==> config.mk <==
export PLATFORM = sky130hd
export DESIGN_NAME = fpm_menu_ctrl
export DESIGN_NICKNAME = d
export VERILOG_FILES = /design/src/rtl/fpm_pkg.sv /design/src/rtl/fpm_edit_if.sv /design/src/rtl/fpm_digit_edit.sv /design/src/rtl/fpm_powerup_seq.sv /design/src/rtl/fpm_menu_ctrl.sv
export VERILOG_INCLUDE_DIRS = /design/src /design/src/rtl
export SDC_FILE = /design/constraint.sdc
export NUM_CORES = 1
export LEC_CHECK = 0
export BUFFER_PORTS_ARGS = -buffer_cell sky130_fd_sc_hd__buf_4
export CAP_MARGIN = 30
export CORE_UTILIZATION = 62
export CTS_BUF_LIST = sky130_fd_sc_hd__clkbuf_4
export DETAILED_ROUTE_END_ITERATION = 7
export GPL_TIMING_DRIVEN = 0
export PLACE_DENSITY = 0.88
export SYNTH_ARGS = -nofsm -noshare
export SYNTH_HDL_FRONTEND = slang
export SYNTH_SLANG_ARGS = --single-unit
==> constraint.sdc <==
create_clock -name mclk_i -period 9.45 [get_ports mclk_i]
set_clock_uncertainty 0.05 [all_clocks]
set_input_delay 0.4725 -clock mclk_i [delete_from_list [all_inputs] [get_ports mclk_i]]
set_output_delay 0.4725 -clock mclk_i [all_outputs]
set_load 0.03 [all_outputs]
==> src/rtl/fpm_cfg.svh <==
/*
 * Offsets, field positions, reset values and timing counts for the
 * front panel menu controller.
 * Assumes it is included by bare name after fpm_pkg where types matter.
 */
`ifndef FPM_CFG_SVH
`define FPM_CFG_SVH

// Clock and power-up display phases
`define FPM_CLK_KHZ 10000
`define FPM_LAMP_MS 1000
`define FPM_VER_MS 1000
`define FPM_FW_VERSION 16'h0100

// Register map, byte addresses
`define FPM_ADDR_W 8
`define FPM_REG_STATUS 8'h00
`define FPM_REG_VERSION 8'h04
`define FPM_REG_SET0 8'h08
`define FPM_REG_SET1 8'h0c
`define FPM_REG_SET2 8'h10
`define FPM_REG_CTRL 8'h14
`define FPM_CTRL_LOCK 0

// Value limits
`define FPM_LEVEL_MIN (-16'sd10)
`define FPM_LEVEL_MAX (16'sd13)
`define FPM_GAIN_MIN (-16'sd10)
`define FPM_GAIN_MAX (16'sd10)
`define FPM_OFFS_MIN (-16'sd2000)
`define FPM_OFFS_MAX (16'sd2000)
`define FPM_MADDR_MIN (16'sd0)
`define FPM_MADDR_MAX (16'sd99)
`define FPM_MODE_LAST 3'h4
`define FPM_IFACE_LAST 2'h2

// Reset values of committed settings
`define FPM_LEVEL_RST 8'sh0a

`endif

==> src/rtl/fpm_pkg.sv <==
/*
 * Types of the front panel menu controller.
 * Assumes nothing beyond a SystemVerilog compiler.
 */
package fpm_pkg;
   typedef enum logic [2:0] {
      MODE_INT, MODE_PASS, MODE_PASS_AUTO, MODE_LOCK, MODE_LOCK_AUTO
   } fpm_mode_t;
   typedef enum logic [1:0] {IF_232, IF_422, IF_485} fpm_iface_t;
   typedef enum logic [3:0] {
      MENU_NORMAL, MENU_MODE, MENU_LEVEL, MENU_OFFSET, MENU_REMOTE,
      MENU_IFACE, MENU_ADDR, MENU_SAVE
   } fpm_menu_t;
   typedef enum logic [1:0] {PH_TEST, PH_VER, PH_RUN} fpm_phase_t;
   typedef struct packed {
      fpm_mode_t mode;
      logic signed [7:0] level;
      logic signed [7:0] gain;
      logic signed [15:0] offset;
      logic remote;
      fpm_iface_t iface;
      logic [6:0] maddr;
   } fpm_settings_t;
endpackage : fpm_pkg

==> src/rtl/fpm_edit_if.sv <==
/*
 * Carrier between the menu controller and its digit editor.
 * Assumes the editor answers combinationally in the same cycle.
 */
`timescale 1ns/100ps
interface fpm_edit_if;
   logic signed [15:0] value;
   logic signed [15:0] lo;
   logic signed [15:0] hi;
   logic [2:0] pos;
   logic up;
   logic down;
   logic signed [15:0] result;
   modport user (output value, lo, hi, pos, up, down, input result);
   modport editor (input value, lo, hi, pos, up, down, output result);
endinterface : fpm_edit_if

==> src/rtl/fpm_digit_edit.sv <==
/*
 * Decimal digit editor: adds or takes the weight of the digit under
 * the cursor, clamped to the field's limits.
 * Assumes up and down are never both high.
 */
`timescale 1ns/100ps
module fpm_digit_edit (
   fpm_edit_if.editor ed
);
   logic signed [16:0] weight;
   logic signed [16:0] sum;

   always_comb begin
      unique case (ed.pos)
         3'h0: weight = 17'sd1;
         3'h1: weight = 17'sd10;
         3'h2: weight = 17'sd100;
         3'h3: weight = 17'sd1000;
         default: weight = 17'sd0;
      endcase
      sum = {ed.value[15], ed.value};
      if (ed.up) begin
         sum = sum + weight;
      end else if (ed.down) begin
         sum = sum - weight;
      end
      // Clamp rather than wrap, a digit never carries out of range
      // Signed compare, a bare concatenation would be unsigned
      if (sum > $signed({ed.hi[15], ed.hi})) begin
         ed.result = ed.hi;
      end else if (sum < $signed({ed.lo[15], ed.lo})) begin
         ed.result = ed.lo;
      end else begin
         ed.result = sum[15:0];
      end
   end
endmodule : fpm_digit_edit

==> src/rtl/fpm_powerup_seq.sv <==
/*
 * Power-up display sequencer: lamp test, then version, then run.
 * Assumes a free running clock from reset release onward.
 */
`timescale 1ns/100ps
module fpm_powerup_seq #(
   parameter int LAMP_CYC = 10,
   parameter int VER_CYC = 10
) (
   input wire logic mclk_i,
   input wire logic rst_i,
   output fpm_pkg::fpm_phase_t phase_o
);
   logic [31:0] cnt;

   always_ff @(posedge mclk_i or posedge rst_i) begin
      if (rst_i) begin
         phase_o <= fpm_pkg::PH_TEST;
         cnt <= 32'h0;
      end else begin
         unique case (phase_o)
            fpm_pkg::PH_TEST: begin
               if (cnt == 32'(LAMP_CYC - 1)) begin
                  phase_o <= fpm_pkg::PH_VER;
                  cnt <= 32'h0;
               end else begin
                  cnt <= cnt + 32'h1;
               end
            end
            fpm_pkg::PH_VER: begin
               if (cnt == 32'(VER_CYC - 1)) begin
                  phase_o <= fpm_pkg::PH_RUN;
                  cnt <= 32'h0;
               end else begin
                  cnt <= cnt + 32'h1;
               end
            end
            fpm_pkg::PH_RUN: cnt <= 32'h0;
            default: phase_o <= fpm_pkg::PH_TEST;
         endcase
      end
   end
endmodule : fpm_powerup_seq

==> src/rtl/fpm_menu_ctrl.sv <==
/*
 * Front panel menu controller: switch decoding, staged settings,
 * commit at the save prompt, power-up display and a register port.
 * Assumes switch pulses are one cycle, clean and synchronous to mclk_i,
 * and that nv_data_i holds the stored image from reset release on.
 */
`timescale 1ns/100ps
`include "fpm_cfg.svh"
module fpm_menu_ctrl #(
   parameter int LAMP_CYC = `FPM_LAMP_MS * `FPM_CLK_KHZ,
   parameter int VER_CYC = `FPM_VER_MS * `FPM_CLK_KHZ
) (
   // Clock and reset
   input wire logic mclk_i,
   input wire logic rst_i,
   // Panel switches and option strap
   input wire logic exec_i,
   input wire logic left_i,
   input wire logic right_i,
   input wire logic up_i,
   input wire logic down_i,
   input wire logic option_i,
   // Nonvolatile settings image
   input wire logic [44:0] nv_data_i,
   output logic [44:0] nv_data_o,
   output logic nv_write_o,
   // Applied settings
   output logic [2:0] mode_o,
   output logic [7:0] level_o,
   output logic [7:0] gain_o,
   output logic [15:0] offset_o,
   output logic remote_o,
   output logic [1:0] iface_o,
   output logic [6:0] maddr_o,
   // Display
   output logic disp_lamp_o,
   output logic disp_ver_o,
   output logic [3:0] disp_page_o,
   output logic disp_gain_o,
   output logic [15:0] disp_value_o,
   output logic [2:0] disp_cursor_o,
   // Register port
   input wire logic [7:0] addr_i,
   input wire logic [31:0] wdata_i,
   input wire logic wr_i,
   input wire logic rd_i,
   output logic [31:0] rdata_o
);
   fpm_pkg::fpm_menu_t state;
   fpm_pkg::fpm_phase_t phase;
   fpm_pkg::fpm_settings_t staged;
   fpm_pkg::fpm_settings_t committed;
   logic [2:0] pos;
   logic [2:0] ndig;
   logic loaded;
   logic opt;
   logic lock;
   logic run;
   logic pass_sel;
   logic on_ret;
   logic go_exec;
   logic save_yes;
   logic digit_menu;

   fpm_edit_if ed ();

   fpm_digit_edit u_edit (
      .ed(ed.editor)
   );

   fpm_powerup_seq #(
      .LAMP_CYC(LAMP_CYC),
      .VER_CYC(VER_CYC)
   ) u_pwr (
      .mclk_i(mclk_i),
      .rst_i(rst_i),
      .phase_o(phase)
   );

   ////////////////////////////////////////////////////////////////////
   // Decode

   function automatic logic is_pass(input fpm_pkg::fpm_mode_t m);
      is_pass = (m == fpm_pkg::MODE_PASS) || (m == fpm_pkg::MODE_PASS_AUTO);
   endfunction : is_pass

   assign run = (phase == fpm_pkg::PH_RUN) && loaded;
   assign go_exec = run && exec_i && !lock;
   // Gain form only exists with the option fitted
   assign pass_sel = opt && is_pass(staged.mode);
   assign on_ret = (pos == ndig);
   assign save_yes = go_exec && (state == fpm_pkg::MENU_SAVE) && (pos == 3'h0);

   always_comb begin
      unique case (state)
         fpm_pkg::MENU_LEVEL: ndig = 3'h2;
         fpm_pkg::MENU_OFFSET: ndig = 3'h4;
         fpm_pkg::MENU_ADDR: ndig = 3'h2;
         fpm_pkg::MENU_NORMAL: ndig = 3'h0;
         default: ndig = 3'h1;
      endcase
   end

   ////////////////////////////////////////////////////////////////////
   // Digit editor feed

   always_comb begin
      ed.value = 16'sh0;
      ed.lo = 16'sh0;
      ed.hi = 16'sh0;
      digit_menu = 1'b1;
      unique case (state)
         fpm_pkg::MENU_LEVEL: begin
            if (pass_sel) begin
               ed.value = 16'(staged.gain);
               ed.lo = `FPM_GAIN_MIN;
               ed.hi = `FPM_GAIN_MAX;
            end else begin
               ed.value = 16'(staged.level);
               ed.lo = `FPM_LEVEL_MIN;
               ed.hi = `FPM_LEVEL_MAX;
            end
         end
         fpm_pkg::MENU_OFFSET: begin
            ed.value = staged.offset;
            ed.lo = `FPM_OFFS_MIN;
            ed.hi = `FPM_OFFS_MAX;
         end
         fpm_pkg::MENU_ADDR: begin
            ed.value = {9'h0, staged.maddr};
            ed.lo = `FPM_MADDR_MIN;
            ed.hi = `FPM_MADDR_MAX;
         end
         default: digit_menu = 1'b0;
      endcase
   end

   assign ed.pos = pos;
   assign ed.up = run && !lock && up_i && digit_menu && !on_ret;
   assign ed.down = run && !lock && down_i && digit_menu && !on_ret;

   ////////////////////////////////////////////////////////////////////
   // Strap capture and nonvolatile reload

   always_ff @(posedge mclk_i or posedge rst_i) begin
      if (rst_i) begin
         loaded <= 1'b0;
         opt <= 1'b0;
      end else if (!loaded) begin
         loaded <= 1'b1;
         opt <= option_i;
      end
   end

   ////////////////////////////////////////////////////////////////////
   // Menu sequence

   always_ff @(posedge mclk_i or posedge rst_i) begin
      if (rst_i) begin
         state <= fpm_pkg::MENU_NORMAL;
      end else if (go_exec) begin
         unique case (state)
            fpm_pkg::MENU_NORMAL: begin
               state <= opt ? fpm_pkg::MENU_MODE
                            : fpm_pkg::MENU_LEVEL;
            end
            fpm_pkg::MENU_SAVE: state <= fpm_pkg::MENU_NORMAL;
            default: begin
               if (on_ret || state == fpm_pkg::MENU_ADDR) begin
                  state <= fpm_pkg::MENU_SAVE;
               end else begin
                  state <= fpm_pkg::fpm_menu_t'(state + 4'h1);
               end
            end
         endcase
      end
   end

   ////////////////////////////////////////////////////////////////////
   // Cursor

   always_ff @(posedge mclk_i or posedge rst_i) begin
      if (rst_i) begin
         pos <= 3'h0;
      end else if (go_exec) begin
         pos <= 3'h0;
      end else if (run && !lock && left_i && pos < ndig) begin
         pos <= pos + 3'h1;
      end else if (run && !lock && right_i && pos != 3'h0) begin
         pos <= pos - 3'h1;
      end
   end

   ////////////////////////////////////////////////////////////////////
   // Staged edits

   always_ff @(posedge mclk_i or posedge rst_i) begin
      if (rst_i) begin
         staged <= '0;
      end else if (go_exec && state == fpm_pkg::MENU_NORMAL) begin
         // Fresh copy each entry drops anything left unsaved
         staged <= committed;
      end else if (run && !lock && (up_i || down_i) && !on_ret) begin
         unique case (state)
            fpm_pkg::MENU_MODE: begin
               if (up_i) begin
                  staged.mode <= (staged.mode == `FPM_MODE_LAST)
                     ? fpm_pkg::MODE_INT
                     : fpm_pkg::fpm_mode_t'(staged.mode + 3'h1);
               end else begin
                  staged.mode <= (staged.mode == fpm_pkg::MODE_INT)
                     ? fpm_pkg::fpm_mode_t'(`FPM_MODE_LAST)
                     : fpm_pkg::fpm_mode_t'(staged.mode - 3'h1);
               end
            end
            fpm_pkg::MENU_LEVEL: begin
               if (pass_sel) begin
                  staged.gain <= ed.result[7:0];
               end else begin
                  staged.level <= ed.result[7:0];
               end
            end
            fpm_pkg::MENU_OFFSET: staged.offset <= ed.result;
            fpm_pkg::MENU_REMOTE: staged.remote <= !staged.remote;
            fpm_pkg::MENU_IFACE: begin
               if (up_i) begin
                  staged.iface <= (staged.iface == `FPM_IFACE_LAST)
                     ? fpm_pkg::IF_232
                     : fpm_pkg::fpm_iface_t'(staged.iface + 2'h1);
               end else begin
                  staged.iface <= (staged.iface == fpm_pkg::IF_232)
                     ? fpm_pkg::fpm_iface_t'(`FPM_IFACE_LAST)
                     : fpm_pkg::fpm_iface_t'(staged.iface - 2'h1);
               end
            end
            fpm_pkg::MENU_ADDR: staged.maddr <= ed.result[6:0];
            default: staged <= staged;
         endcase
      end
   end

   ////////////////////////////////////////////////////////////////////
   // Committed settings

   always_ff @(posedge mclk_i or posedge rst_i) begin
      if (rst_i) begin
         committed <= '0;
         committed.level <= `FPM_LEVEL_RST;
         nv_write_o <= 1'b0;
      end else begin
         nv_write_o <= save_yes;
         if (!loaded) begin
            committed <= fpm_pkg::fpm_settings_t'(nv_data_i);
         end else if (save_yes) begin
            committed <= staged;
         end
      end
   end

   assign nv_data_o = committed;
   assign mode_o = committed.mode;
   assign level_o = committed.level;
   assign gain_o = committed.gain;
   assign offset_o = committed.offset;
   assign remote_o = committed.remote;
   assign iface_o = committed.iface;
   assign maddr_o = committed.maddr;

   ////////////////////////////////////////////////////////////////////
   // Display

   always_ff @(posedge mclk_i or posedge rst_i) begin
      if (rst_i) begin
         disp_lamp_o <= 1'b1;
         disp_ver_o <= 1'b0;
         disp_page_o <= 4'h0;
         disp_gain_o <= 1'b0;
         disp_value_o <= 16'h0;
         disp_cursor_o <= 3'h0;
      end else begin
         disp_lamp_o <= (phase == fpm_pkg::PH_TEST);
         disp_ver_o <= (phase == fpm_pkg::PH_VER);
         disp_page_o <= state;
         disp_cursor_o <= pos;
         if (state == fpm_pkg::MENU_NORMAL) begin
            disp_gain_o <= opt && is_pass(committed.mode);
            disp_value_o <= (opt && is_pass(committed.mode))
               ? 16'(committed.gain) : 16'(committed.level);
         end else begin
            disp_gain_o <= pass_sel;
            disp_value_o <= digit_menu ? ed.value : 16'(staged.mode);
         end
      end
   end

   ////////////////////////////////////////////////////////////////////
   // Register port

   always_ff @(posedge mclk_i or posedge rst_i) begin
      if (rst_i) begin
         lock <= 1'b0;
      end else if (wr_i && addr_i == `FPM_REG_CTRL) begin
         lock <= wdata_i[`FPM_CTRL_LOCK];
      end
   end

   always_ff @(posedge mclk_i or posedge rst_i) begin
      if (rst_i) begin
         rdata_o <= 32'h0;
      end else if (rd_i) begin
         unique case (addr_i)
            `FPM_REG_STATUS: rdata_o <= {22'h0, opt, phase, state, pos};
            `FPM_REG_VERSION: rdata_o <= {16'h0, `FPM_FW_VERSION};
            `FPM_REG_SET0: begin
               rdata_o <= {13'h0, committed.mode, committed.gain,
                           committed.level};
            end
            `FPM_REG_SET1: rdata_o <= {16'h0, committed.offset};
            `FPM_REG_SET2: begin
               rdata_o <= {22'h0, committed.remote, committed.iface,
                           committed.maddr};
            end
            `FPM_REG_CTRL: rdata_o <= {31'h0, lock};
            default: rdata_o <= 32'h0;
         endcase
      end else begin
         rdata_o <= 32'h0;
      end
   end
endmodule : fpm_menu_ctrl

==> flow_summary.json, run 1 <==
{
  "timing.final.crit_share_pct": 95.1,
  "grt_pass1_wl_mm": 70.5,
  "vias_per_cell": 6.64,
  "dr_total_vias": 13267,
  "cpPeakStageDelay_ns": 0.61,
  "drc": 0,
  "post_cts_buffers": 0,
  "crit_fanout": 10,
  "grt_remaining_overflow": 0,
  "antenna_found_initial": 1,
  "syn_to_final_growth_pct": 18.2,
  "synth_top_family_by_area": "compound AO/OA/AOI/OAI gates",
  "synth_mux_area_share_pct": 2.76,
  "ys.warnings.count": 0,
  "status": "completed",
  "clk_pin_slew_ns": 0.17,
  "synth-xor-area-share_pct": 1.00,
  "ys_seq_elements": 180,
  "htree_num_levels": 4,
  "post-dp-hpwl_mm": 35.5,
  "r2r_slack_ns": 0.46,
  "wl_per_cell_um": 23.4,
  "routed_wl_mm": 46.7,
  "grt_max_degree": 135,
  "synth-simple-area-share_pct": 21.4,
  "synth_fa_ha_area_share_pct": 7.07,
  "holdCritPathClass": "input pin to flip-flop",
  "fin_cells": 1998,
  "crit_top_cell": "clkbuf_1",
  "fmax_mhz": 111,
  "dr.pass1.iters": 7,
  "grtUsageTotal_pct": 46.7,
  "cp_num_buf_inv": 5,
  "grt_pass1_vias": 12399,
  "ys_types": 91,
  "slew_headroom_pct": 37.7,
  "cts_inserted_buffers": 17,
  "ioPinCount": 244,
  "critPathTopFamily": "simple AND/OR/NAND/NOR gates",
  "start_util_pct": 63.1,
  "ant_nets": 0,
  "peakVddDrop_uv": 72.2,
  "cellLeakagePower_uw": 0.00679,
  "cts.sinks": 180,
  "syn_inst": 1486,
  "crit_cells": 26,
  "fp-row-count": 51,
  "finalNetCount": 1883,
  "endpoint_kind": "flip-flop",
  "arrival_ns": 9.48,
  "cts_root_buf": "clkbuf_4",
  "die_h_um": 143,
  "hold_depth": 3,
  "worstSkewPairLatency_ns": 0.64,
  "syn_area_mm2": 0.0122,
  "rsz0062_at_grt": "false",
  "min_period_ns": 8.99,
  "synthArstFlopShare_pct": 100,
  "yosysSeqAreaShare_pct": 36.8,
  "synth_edf_count": 0,
  "layout-drive-gt1-share_pct": 19.4,
  "synth_compound_area_share_pct": 23.1,
  "ys.flop_type": "dfrtp_1",
  "max_cap_viol_count": 0,
  "slowest_stage": "dfrtp_1",
  "layout_commonest_cell": "buf_4",
  "setup_tns_ns": 0,
  "p_per_area_mw_per_mm2": 109,
  "final_cell_mix": "buf_4 (258), nand2_1 (227), dfrtp_1 (177), nor2_1 (131), o21ai_0 (107)",
  "worst_pin_slew_ns": 0.930,
  "syn_avg_cell_area_um2": 8.24,
  "critPathKind": "flip-flop to flip-flop",
  "required_ns": 9.94,
  "reg2reg_depth": 26,
  "dieWidth_um": 143,
  "dieArea_mm2": 0.0203,
  "place_inst": 1964,
  "io_buffer_count": 199,
  "place.gp.congestion": 0.991,
  "setup_violations": 0,
  "cts_max_path_buffers": 2,
  "cts_tree": "yes",
  "finalHoldViolations": 0,
  "dr.first_iter.drc_count": 2024,
  "coreArea_mm2": 0.0194,
  "drv_slew": 0,
  "worstSetupStartpointType": "flip-flop"
}
-- layout make-up --
class / count / area [um2]
diodes: 1 / 2.50
plain buffers: 137 / 757
clock buffers: 17 / 128
clock inverters: 14 / 163
fillers: 1451 / 4920
inverters: 51 / 199
multi-input cells: 1130 / 6840
flip-flops and latches: 180 / 4510
well taps: 265 / 332
repair buffers: 203 / 1540
-- flip-flops by register name (all words and copies together) (netlist names), 2 cells and up --
signal and cells:
staged 45, u_pwr.cnt 32, rdata_o 19, disp_value_o 16, offset_o 16, gain_o 8, level_o 8, maddr_o 7
disp_page_o 4, state 4, disp_cursor_o 3, ed.pos 3, mode_o 3, iface_o 2, u_pwr.phase_o 2
-- per-layer routing --
| metal | global-route usage [%] | share of wire, % |
|---|---|---|
| met5 | 0 | 0 |
| met4 | 29.5 | 6.9 |
| met3 | 12.5 | 13 |
| met1 | 59.1 | 36 |
| met2 | 70.9 | 44 |
-- report_power, final --
part / internal [uW] / switching [uW]
Sequential: 794 / 60.0
Clock: 123 / 333
Combinational: 109 / 153
-- cells by family (layout without fill, tap and decap cells) --
family	Yosys count	count (layout)
simple gates	561	561
compound gates	441	441
buf+inv	188	422
flops	180	180
fa+ha+maj	68	68
mux	32	32
xor+xnor	14	14
other cells	2	15
-- cell usage after synthesis, types with 24 or more instances --
library cell,n,area (um2)
o21ai_0,107,536
nand2_1,227,852
nand3_1,29,145
ha_1,66,826
and3_1,29,181
inv_1,50,188
nor3_1,28,140
a21oi_1,96,480
mux2i_1,24,240
dfrtp_1,177,4430
a31oi_1,68,425
nor2_1,131,492
clkbuf_1,66,248
buf_4,59,443
-- tightest hold or removal path: stages --
cell,delay [ns]
buf_4,0.11
nor2_1,0.08
a31oi_1,0.05
-- stage by stage --
| stage | utilization, % | hold WS (ns) | total power [uW] | setup slack (ns) | instance area (um2) |
|---|---|---|---|---|---|
| 2_1_floorplan | - | 0.386 | 997 | 3.27 | 12300 |
| 3_3_place_gp | 72.8 | 0.445 | 1120 | 0.810 | 14100 |
| 3_5_place_dp | 73.0 | 0.443 | 1120 | 0.754 | 14200 |
| 4_1_cts | 74.5 | 0.00963 | 1560 | 0.684 | 14500 |
| 5_1_grt | 74.6 | 0.0138 | 1620 | 0.276 | 14500 |
| 6_report | 74.6 | 0.00991 | 1570 | 0.460 | 14500 |
-- path summary, 6_finish.rpt --
check                              startpoint            end
worst max-delay path                 state[0]      staged[6]
worst min-delay path            nv_data_i[37]     level_o[3]
worst max register to register       state[0]      staged[6]
worst min register to register  u_pwr.cnt[28]  u_pwr.cnt[28]
max in group asynchronous               rst_i    offset_o[6]
min in group asynchronous               rst_i       state[3]
-- what timing repair did --
action / in CTS / in global routing
setup endpoints to repair: 0 / 1
resized for setup: 0 / 1
endpoints found under the hold margin: 46 / 0
hold buffers: 1 / 0
No activity file was read; power rests on OpenSTA's default activity.
==> inputs of run 2 (changes only) <==
--- a/config.mk
+++ b/config.mk
@@ -8,11 +8,12 @@
 export LEC_CHECK = 0
 export BUFFER_PORTS_ARGS = -buffer_cell sky130_fd_sc_hd__buf_4
 export CAP_MARGIN = 30
-export CORE_UTILIZATION = 62
+export CORE_UTILIZATION = 63
 export CTS_BUF_LIST = sky130_fd_sc_hd__clkbuf_4
 export DETAILED_ROUTE_END_ITERATION = 7
 export GPL_TIMING_DRIVEN = 0
-export PLACE_DENSITY = 0.88
+export PLACE_DENSITY = 0.89
 export SYNTH_ARGS = -nofsm -noshare
 export SYNTH_HDL_FRONTEND = slang
+export SYNTH_HIERARCHICAL = 1
 export SYNTH_SLANG_ARGS = --single-unit
==> run 2 against run 1 <==
Against the previous run: worst setup slack better by 0.82 ns; power increased by 3.3%; clock power increased by 5.0%; cell count fell by 0.60%; register-to-register slack better by 0.82 ns; global-route usage down 7.4 points; largest power group unchanged; highest routed layer unchanged.
==> flow_summary.json, run 2 <==
{
  "max_cap_viol_count": 0,
  "cts_root_buf": "clkbuf_4",
  "dr_total_vias": 12946,
  "critPathKind": "flip-flop to flip-flop",
  "fin_area_mm2": 0.0152,
  "routed_wl_mm": 41.8,
  "io_buffer_count": 198,
  "clk_pin_slew_ns": 0.16,
  "vias_per_cell": 6.52,
  "endpoint_kind": "flip-flop",
  "cellLeakagePower_uw": 0.00739,
  "syn_avg_cell_area_um2": 8.81,
  "crit_fanout": 10,
  "fin_cells": 1986,
  "cts.sinks": 180,
  "layout_commonest_cell": "buf_4",
  "rsz0062_at_grt": "false",
  "cp-startpoint": "state[0]",
  "worstHoldStart": "nv_data_i[35]",
  "ys_types": 94,
  "ys.flop_type": "dfrtp_1",
  "nFillCells": 1479,
  "wl_per_cell_um": 21.0,
  "arrival_ns": 8.64,
  "synth_commonest_cells": "dfrtp_1 (177), nor2_1 (130), a21oi_1 (99)",
  "synth_area_leaders": "dfrtp_1 (34%), ha_1 (6.7%), mux2i_1 (6.4%), a21oi_1 (3.8%), nor2_1 (3.8%)",
  "finalNetCount": 1873,
  "grtUsageTotal_pct": 39.3,
  "cts_inserted_buffers": 17,
  "slowest_stage": "o31ai_1",
  "cts_tree": "yes",
  "setup_tns_ns": 0,
  "synth_edf_count": 0,
  "grt_max_degree": 93,
  "drc": 0,
  "ant_nets": 0,
  "yosysSeqAreaShare_pct": 35.0,
  "cts_max_path_buffers": 2,
  "peakVddDrop_uv": 82.5,
  "power_uw": 1620,
  "synth.most_common_cell": "dfrtp_1",
  "timing.final.crit_share_pct": 86.4,
  "finalHoldViolations": 0,
  "dr.pass1.iters": 8,
  "start_util_pct": 65.2,
  "p_per_area_mw_per_mm2": 107,
  "post-dp-hpwl_mm": 31.3,
  "grt_pass1_wl_mm": 65.6,
  "synthArstFlopShare_pct": 100,
  "dr.first_iter.drc_count": 1538,
  "postLayoutSetupSlackWorst_ns": 1.28,
  "antenna_found_initial": 1,
  "fp-row-count": 51,
  "ctsResizeCount": 0,
  "largest_reg_flops": 45,
  "pre_cts_slack_ns": 1.63,
  "final_cell_mix": "buf_4 (258), dfrtp_1 (177), nor2_1 (130), a21oi_1 (99), inv_1 (84)",
  "required_ns": 9.93,
  "worst_pin_slew_ns": 1.11,
  "ys_seq_elements": 180,
  "ioPinCount": 244,
  "drv_slew": 0,
  "dieWidth_um": 145,
  "status": "completed",
  "cpPeakStageDelay_ns": 0.91,
  "post_cts_buffers": 0,
  "worstSkewPairLatency_ns": 0.60,
  "dieArea_mm2": 0.0210,
  "holdCritPathClass": "input pin to flip-flop",
  "coreArea_mm2": 0.0198,
  "grt_remaining_overflow": 0,
  "grt_pass1_vias": 12420,
  "setup_violations": 0,
  "fmax_mhz": 122,
  "ys.warnings.count": 6,
  "die_h_um": 145,
  "rr_startpoint": "state[0]",
  "layout-drive-gt1-share_pct": 21.0,
  "syn_to_final_growth_pct": 17.7,
  "slew_headroom_pct": 25.4,
  "synth_area_leader_cell": "dfrtp_1",
  "largestRegisters": "staged: 45 flops, u_pwr/cnt: 32 flops, rdata_o: 19 flops",
  "htree_num_levels": 4,
  "regMostFlops": "staged",
  "place.gp.congestion": 0.970,
  "place_inst": 1950,
  "dpl_cell_area_mm2": 0.0149,
  "syn_inst": 1463,
  "min_period_ns": 8.17,
  "yosysTopAreaCellShare_pct": 34.4,
  "syn_area_mm2": 0.0129,
  "worstSetupStartpointType": "flip-flop",
  "cts_hold_buf": 1
}
==> run 2: cells by family (layout without fill, tap and decap cells) <==
logic type	count (synthesis)	after routing	share of synthesized area [%]
buffers and inverters	231	464	9.00
xor gates and xnor gates	15	15	1.02
DFF	180	180	35.0
AOI/OAI and AO/OA	411	411	21.8
and+or+nand+nor	461	461	18.8
muxes	91	91	7.15
adders and majority gates	72	72	7.16
other	2	27	0.0583
==> run 2: worst max-delay path, delay by kind of cell, from the launching register on <==
kind | cells | cell delay [ns]
AOI/OAI and AO/OA | 13 | 4.25
buffers and inverters | 6 | 1.52
and+or+nand+nor | 5 | 1.14
adders and majority gates | 3 | 0.61
DFF | 1 | 0.51
==> run 2: layout make-up <==
type	instances	area (um2)	area share, %
Multi-Input combinational cell	1074	7310	48.1
Timing Repair Buffer	202	1560	10.3
Inverter	87	332	2.18
Clock buffer	17	128	0.841
Antenna cell	3	7.51	0.0495
Tap cell	265	332	2.18
Clock inverter	14	173	1.14
Buffer	144	833	5.49
Sequential cell	180	4510	29.7
==> run 2: final timing paths <==
kind | end | slack [ns] | depth (start not counted)
max | staged[2] | 1.28 | 27
min | level_o[1] | 0.03 | 3
max reg2reg | staged[2] | 1.28 | 27
min reg2reg | disp_page_o[3] | 0.45 | 0
max in group asynchronous | gain_o[7] | 8.08 | 4
min in group asynchronous | disp_value_o[0] | 0.42 | 3
==> run 2: layer usage <==
| layer | track usage (%) | vias to the layer above | routed length (um) | part of all wire [%] |
|---|---|---|---|---|
| met3 | 10.1 | 160 | 4470 | 11 |
| met5 | 0 | - | 0 | 0 |
| met4 | 18.2 | 0 | 1860 | 4.5 |
| met1 | 50.2 | 6145 | 16200 | 39 |
| li1 | - | 5802 | - | - |
| met2 | 62.5 | 839 | 19200 | 46 |
==> run 2: stage by stage <==
step                      util [%]  hold slack [ns]
final                         76.7           0.0323
after global routing          76.7           0.0186
after CTS                     76.7           0.0204
after detailed placement      75.1            0.400
after global placement        74.8            0.387
after floorplan                  -            0.336
==> run 2: power by group <==
group	internal, uW	switching (uW)	leakage, uW
Combinational	127	185	0.00491
Clock	185	293	0.000156
Sequential	790	44.8	0.00233
Total	1100	523	0.00739
